**src/hw/rsr_regs.vh**
```
// constants for the recirculating shift register
`ifndef RSR_REGS_VH
`define RSR_REGS_VH
`define RSR_LOOP_LEN      1024
`define RSR_FIFO_DEPTH    8
`define RSR_CLK_HZ        50000000
// host shift clock limits, in hz (0.0005 mhz to 3 mhz)
`define RSR_SHIFT_MIN_HZ  500
`define RSR_SHIFT_MAX_HZ  3000000
// longest idle gap between shift clocks before contents are lost
`define RSR_STALE_CYC     (`RSR_CLK_HZ / `RSR_SHIFT_MIN_HZ)
`endif

```
**src/hw/rsr_fifo.v**
```verilog
// fifo buffer: its module is defined in rsr_top.v with the rest of the logic

```
**src/hw/rsr_top.v**
```verilog
// 1024-stage recirculating serial store with write/read gating
`timescale 1ns/100ps
`include "rsr_regs.vh"
// What this block does
// RL1 - one serial bit stream in a 1024-stage loop, 1024 shifts end to end
// RL2 - write low, read low: recirculate, output held at zero
// RL3 - write low, read high: recirculate, output shows leaving bit
// RL4 - write high, read low: load data-in, output held at zero
// RL5 - write high, read high: load data-in, output shows leaving bit
// RL6 - host keeps shift clock between 0.0005 and 3 mhz or data is lost
// RL7 - one stage per shift clock; controls stable across each shift clock
module rsr_top #(
  parameter LOOP_LEN  = `RSR_LOOP_LEN,
  parameter STALE_CYC = `RSR_STALE_CYC
) (
  // clock and reset
  input  wire clock,
  input  wire sys_rst,
  // host pins, asynchronous to clock
  input  wire shift_clk,
  input  wire data_in,
  input  wire write_en,
  input  wire read_en,
  // serial output, at most one entry per shift clock, through the fifo
  output reg  data_out,
  output reg  data_out_valid,
  input  wire data_out_ready,
  // status
  output reg  contents_stale
);
  // pointer width follows the loop length
  localparam          AW        = (LOOP_LEN > 1) ? $clog2(LOOP_LEN) : 1;
  localparam [31:0]   LAST_FULL = LOOP_LEN - 1;
  localparam [AW-1:0] LAST_IDX  = LAST_FULL[AW-1:0];
  // positions of the host pins in the synchroniser bus
  localparam          NPIN      = 4;
  localparam          PIN_SCLK  = 0;
  localparam          PIN_DIN   = 1;
  localparam          PIN_WR    = 2;
  localparam          PIN_RD    = 3;
  // {write, read} combinations
  localparam [1:0]    MODE_KEEP_HIDE = 2'h0;
  localparam [1:0]    MODE_KEEP_SHOW = 2'h1;
  localparam [1:0]    MODE_LOAD_HIDE = 2'h2;
  localparam [1:0]    MODE_LOAD_SHOW = 2'h3;

  wire [NPIN-1:0] pin_raw;
  wire [NPIN-1:0] pin_agree;
  wire [NPIN-1:0] pin_third;
  wire [NPIN-1:0] pin_filt;

  assign pin_raw = {read_en, write_en, data_in, shift_clk};

  // three flops per pin; a level counts once the second and third agree,
  // so a single sampled glitch cannot cause a shift
  genvar g;
  generate
    for (g = 0; g < NPIN; g = g + 1) begin : g_sync
      reg [2:0] sync_r;
      reg       filt_r;
      always @(posedge clock) begin
        sync_r <= {sync_r[1:0], pin_raw[g]};
        if (sys_rst) begin
          filt_r <= 1'b0;
        end else if (sync_r[1] == sync_r[2]) begin
          filt_r <= sync_r[2];
        end
      end
      assign pin_agree[g] = (sync_r[1] == sync_r[2]);
      assign pin_third[g] = sync_r[2];
      assign pin_filt[g]  = filt_r;
    end
  endgenerate

  wire din_f = pin_filt[PIN_DIN];
  wire wr_f  = pin_filt[PIN_WR];
  wire rd_f  = pin_filt[PIN_RD];

  // one shift per rising edge of the host clock
  wire shift_now = pin_agree[PIN_SCLK] & pin_third[PIN_SCLK]
                 & ~pin_filt[PIN_SCLK]; // RL7

  // storage loop: circular buffer, no reset on the array (dynamic store)
  reg [0:0]    loop_mem [0:LOOP_LEN-1];
  reg [AW-1:0] ptr_r;
  wire         leaving = loop_mem[ptr_r];
  reg          enter;
  reg          obit;

  // write picks the loop input, read gates the output; a gated bit still
  // goes to the fifo as zero so every shift yields one entry unless the fifo is full
  always @* begin
    enter = leaving;
    obit  = 1'b0;
    case ({wr_f, rd_f})
      MODE_KEEP_HIDE: begin
        enter = leaving; // RL2
        obit  = 1'b0;
      end
      MODE_KEEP_SHOW: begin
        enter = leaving; // RL3
        obit  = leaving;
      end
      MODE_LOAD_HIDE: begin
        enter = din_f; // RL4
        obit  = 1'b0;
      end
      MODE_LOAD_SHOW: begin
        enter = din_f; // RL5
        obit  = leaving;
      end
      default: begin
        enter = leaving;
        obit  = 1'b0;
      end
    endcase
  end

  always @(posedge clock) begin
    if (shift_now) begin
      loop_mem[ptr_r] <= enter; // RL1
    end
    if (sys_rst) begin
      ptr_r <= {AW{1'b0}};
    end else if (shift_now) begin
      ptr_r <= (ptr_r == LAST_IDX) ? {AW{1'b0}} : ptr_r + 1'b1; // RL1
    end
  end

  // fifo decouples shift rate from the consumer; a full fifo drops bits
  // because the host clock cannot be stalled
  wire f_ready;
  wire f_valid;
  wire f_data;
  rsr_fifo #(
    .WIDTH (1),
    .DEPTH (`RSR_FIFO_DEPTH),
    .AW    (3)
  ) u_fifo (
    .clock     (clock),
    .sys_rst   (sys_rst),
    .in_valid  (shift_now),
    .in_ready  (f_ready),
    .in_data   (obit),
    .out_valid (f_valid),
    .out_ready (~data_out_valid | data_out_ready),
    .out_data  (f_data)
  );

  // output stage register
  always @(posedge clock) begin
    if (sys_rst) begin
      data_out       <= 1'b0;
      data_out_valid <= 1'b0;
    end else if (~data_out_valid | data_out_ready) begin
      data_out       <= f_valid & f_data;
      data_out_valid <= f_valid;
    end
  end

  // watchdog: host stopped clocking too long, contents unreliable
  reg [31:0] idle_r;
  always @(posedge clock) begin
    if (sys_rst) begin
      idle_r         <= 32'h0000_0000;
      contents_stale <= 1'b0;
    end else if (shift_now) begin
      idle_r         <= 32'h0000_0000;
    end else if (idle_r < STALE_CYC) begin
      idle_r         <= idle_r + 32'h0000_0001;
    end else begin
      contents_stale <= 1'b1; // RL6
    end
  end
endmodule

// small synchronous fifo with valid/ready on both sides
module rsr_fifo #(
  parameter WIDTH = 1,
  parameter DEPTH = 8,
  parameter AW    = 3
) (
  // clock and reset
  input  wire             clock,
  input  wire             sys_rst,
  // fill side
  input  wire             in_valid,
  output wire             in_ready,
  input  wire [WIDTH-1:0] in_data,
  // drain side
  output wire             out_valid,
  input  wire             out_ready,
  output wire [WIDTH-1:0] out_data
);
  reg [WIDTH-1:0] mem [0:DEPTH-1];
  reg [AW-1:0]    wr_r;
  reg [AW-1:0]    rd_r;
  reg [AW:0]      cnt_r;
  wire            push;
  wire            pop;

  assign in_ready  = (cnt_r != DEPTH[AW:0]);
  assign out_valid = (cnt_r != {(AW+1){1'b0}});
  assign out_data  = mem[rd_r];
  assign push      = in_valid & in_ready;
  assign pop       = out_valid & out_ready;

  always @(posedge clock) begin
    if (push) begin
      mem[wr_r] <= in_data;
    end
    if (sys_rst) begin
      wr_r  <= {AW{1'b0}};
      rd_r  <= {AW{1'b0}};
      cnt_r <= {(AW+1){1'b0}};
    end else begin
      if (push) begin
        wr_r <= (wr_r == DEPTH[AW-1:0] - 1'b1) ? {AW{1'b0}} : wr_r + 1'b1;
      end
      if (pop) begin
        rd_r <= (rd_r == DEPTH[AW-1:0] - 1'b1) ? {AW{1'b0}} : rd_r + 1'b1;
      end
      if (push & ~pop) begin
        cnt_r <= cnt_r + 1'b1;
      end else if (pop & ~push) begin
        cnt_r <= cnt_r - 1'b1;
      end
    end
  end
endmodule

```
**config.mk**
```make
export PLATFORM = sky130hd
export DESIGN_NAME = rsr_top
export DESIGN_NICKNAME = d
export VERILOG_FILES = /design/src/hw/rsr_fifo.v /design/src/hw/rsr_top.v
export VERILOG_INCLUDE_DIRS = /design/src /design/src/hw
export SDC_FILE = /design/constraint.sdc
export NUM_CORES = 2
export LEC_CHECK = 0
export BUFFER_PORTS_ARGS = -buffer_cell sky130_fd_sc_hd__buf_2
export CORE_MARGIN = 4
export CORE_UTILIZATION = 50
export CTS_BUF_LIST = sky130_fd_sc_hd__clkbuf_4 sky130_fd_sc_hd__clkbuf_8 sky130_fd_sc_hd__clkbuf_16
export DETAILED_ROUTE_END_ITERATION = 10
export PLACE_DENSITY = 0.65
export SLEW_MARGIN = 25
export SYNTH_ARGS = -nofsm -noshare
export SYNTH_HDL_FRONTEND = slang
export SYNTH_SLANG_ARGS = --single-unit
```
**constraint.sdc**
```tcl
create_clock -name clock -period 16.7 [get_ports clock]
set_input_delay 2.505 -clock clock [delete_from_list [all_inputs] [get_ports clock]]
set_output_delay 2.505 -clock clock [all_outputs]
set_load 0.02 [all_outputs]
```
==> results.sh <==
export IMPL_outcome="finished, final reports clean"
export IMPL_rsz0062_at_grt="no"
export IMPL_cts_inserted_buffers=114
export IMPL_fin_crit_ns=7.72
export IMPL_async_flop_share_pct=0
export IMPL_hold_viol=0
export IMPL_skew_ns=0.0465
export IMPL_totalWireLength_mm=134
export IMPL_finalWorstSetupSlack_ns=8.98
export IMPL_path_common_cell="buf_4"
export IMPL_slowest_delay_ns=0.94
export IMPL_dieArea_um2=101000
export IMPL_yosysWarnings=0
export IMPL_peakVddDrop_uv=95.5
export IMPL_grt_max_degree=207
export IMPL_worst_slew_pin_slew_ns=1.09
export IMPL_min_to="g_sync[1].sync_r[1]"
export IMPL_hold_class="flip-flop to flip-flop"
export IMPL_report_final_slew_viol_count=0
export IMPL_syn_area_um2=47800
export IMPL_finalSetupTns_ns=0
export IMPL_p_leak_nw=15.7
export IMPL_syn_inst=3415
export IMPL_drt_met1_wl_mm=49.3
export IMPL_arrival_ns=8.07
export IMPL_initial_utilization_pct=50.3
export IMPL_die_h_um=317
export IMPL_fmax_ghz=0.129
export IMPL_ant_nets=0
export IMPL_io_pins=10
export IMPL_drive_above_1_share_pct=17.4
export IMPL_synth_edf_count=1032
export IMPL_diodes=0
export IMPL_rrSetupSlack_ns=8.98
export IMPL_crit_required_ns=17.05
export IMPL_grt_pass1_wl_mm=196
export IMPL_cts_clk_slew_worst_paths_ns=0.06
export IMPL_cts_resized=0
export IMPL_min_from="g_sync[1].sync_r[0]"
export IMPL_port_buffers=9
export IMPL_wl_per_cell_um=28.7
export IMPL_core_area_um2=95000
export IMPL_antenna_found_initial=1
export IMPL_top_layer_used="met4"
export IMPL_critical_path_class="flip-flop to flip-flop"
export IMPL_yosysTopAreaCell="edfxtp_1"
export IMPL_holdBufCountCts=0
export IMPL_synth_seq_cells=1116
export IMPL_place_ws_ns=8.40
export IMPL_setup_viol=0
export IMPL_synth_nets=3436
export IMPL_drt_initial_drc_count=4368
export IMPL_avgSynthCellArea_um2=14.0
export IMPL_rows=113
export IMPL_synth_top_area_share_pct=64.8
export IMPL_htreeDepth=3
export IMPL_cts_root_buf="clkbuf_16"
export IMPL_wl_met3_mm=15.5
export IMPL_cts_tree="done"
export IMPL_r2r_cells=14
export IMPL_place_detailed_hpwl_mm=72.8
export IMPL_drc=0
export IMPL_slew_headroom_pct=26.9
export IMPL_cp_max_fo=154
export IMPL_path_cells="buf_12 -> buf_4 -> buf_4 -> inv_1 -> a31o_2 -> a311oi_1 -> o311ai_1 -> a31oi_1 -> o41ai_1 -> buf_4 -> o211ai_2 -> mux2_8 -> buf_6 -> buf_6"
export IMPL_critPathSlowestCell="dfxtp_4"
export IMPL_via_per_inst=6.32
export IMPL_yosys_top_cells_count="nor2_1, edfxtp_1, mux4_2"
export IMPL_power_density_nw_per_um2=115
export IMPL_ys_seq_area_share_pct=68.3
export IMPL_syn_to_final_growth_pct=10.4
export IMPL_grt_usage_pct=26.9
export IMPL_clock_sinks=1116
export IMPL_cp_end_kind="flip-flop"
export IMPL_fp_dieW_um=317
export IMPL_synth_cell_type_count=78
export IMPL_post_cts_buffers=0
export IMPL_finish_net_count=3318
export IMPL_whs_ns=0.328
export IMPL_drv_cap=0
export IMPL_overflow=0
export IMPL_crit_path_start_kind="flip-flop"
export IMPL_drtPass1Iterations=6
export IMPL_reg2reg_to="loop_mem[472]"
export IMPL_synth_area_leaders="edfxtp_1, mux4_2, nor2_1, dfxtp_1, mux2i_1"
export IMPL_cts_buffer_depth=3
export IMPL_synth_most_common_cell="nor2_1"
export IMPL_finalCritPeriodShare_pct=46.2
export IMPL_dpl_cell_count=4445
export IMPL_dr_total_vias=29451
export IMPL_grt_pass1_vias=29632
export IMPL_fin_cells=4660
export IMPL_hold_path_depth=0
export IMPL_clk_latency_ns=0.71
export IMPL_routabilityCongestion=0.840
export IMPL_wl_met2_mm=63.6
export IMPL_ys_flop_type="edfxtp_1"
==> state kept, by name, indices dropped and copies added (netlist names), 3 cells and up, named ones only <==
| signal | cells |
|---|---|
| g_sync.filt_r | 3 |
| u_fifo.wr_r | 3 |
| g_sync.sync_r | 12 |
| u_fifo.cnt_r | 4 |
| loop_mem | 1024 |
| idle_r | 32 |
| ptr_r | 10 |
| u_fifo.rd_r | 3 |
| u_fifo.mem | 8 |
==> how the worst max path moves through the flow <==
stage	startpoint	slack, ns	end
6_report	flip-flop	8.98	loop_mem[472]
3_5_place_dp	flip-flop	8.40	loop_mem[474]
4_1_cts	flip-flop	8.36	loop_mem[475]
5_1_grt	flip-flop	8.30	loop_mem[475]
3_3_place_gp	flip-flop	8.39	loop_mem[1023]
2_1_floorplan	flip-flop	5.86	loop_mem[0]
==> through the flow <==
stage | cell area [um^2] | utilization, % | total power, mW
2_1_floorplan | 47800 | - | 3.48
3_3_place_gp | 48700 | 51.3 | 3.49
3_5_place_dp | 48800 | 51.3 | 3.50
4_1_cts | 52700 | 55.5 | 6.10
5_1_grt | 52800 | 55.6 | 6.26
6_report | 52800 | 55.6 | 6.08
==> power breakdown <==
part | internal, mW | switching [mW] | leakage, nW
logic | 0.101 | 0.186 | 3.71
clock network | 1.56 | 1.08 | 1.96
registers | 3.14 | 0.0185 | 10.0
total | 4.80 | 1.28 | 15.7
==> worst max-delay path, delay by kind of cell, from the launching register on <==
family | cells | cell delay (ns)
buffers and inverters | 7 | 4.09
flip-flops | 1 | 0.94
AO/OA/AOI/OAI | 6 | 1.40
multiplexers | 1 | 0.66
==> per-layer routing <==
metal	vias to the layer above	track usage [%]
met3	334	4.89
met5	-	0
met2	1743	43.5
met4	0	9.49
li1	12222	-
met1	15152	37.0
==> placed cells by master, fill, tap and decap left out, drive strengths merged, types with 15 or more instances in the layout <==
master and count:
mux2i 88, nand2 148, mux4 236, xor2 15, clkinv 54, dfxtp 84, buf 75, and2 29
nand2b 15, nor2 1100, nor3 17, nand3 27, a21oi 37, clkbuf 140, edfxtp 1032, a22oi 32
o21ai 27
==> cell families (layout without fill, tap and decap cells) <==
group           count (synthesis)  count (layout)  share of synthesized area [%]
compound gates                191             191                           2.82
xor+xnor                       20              20                          0.366
fa+ha+maj                      14              14                          0.382
buf+inv                       322             302                           2.98
flops                        1116            1116                           68.3
mux                           330             330                           13.1
simple gates                 1422            1422                           12.1
==> layout make-up <==
cell class / count / area, um^2
Fill cell: 7616 / 42200
Sequential cell: 1116 / 32700
Multi-Input combinational cell: 1977 / 13900
Clock inverter: 74 / 759
Tap cell: 1265 / 1580
Inverter: 13 / 48.8
Timing Repair Buffer: 75 / 608
Clock buffer: 140 / 3170
No activity file was read; power rests on OpenSTA's default activity.
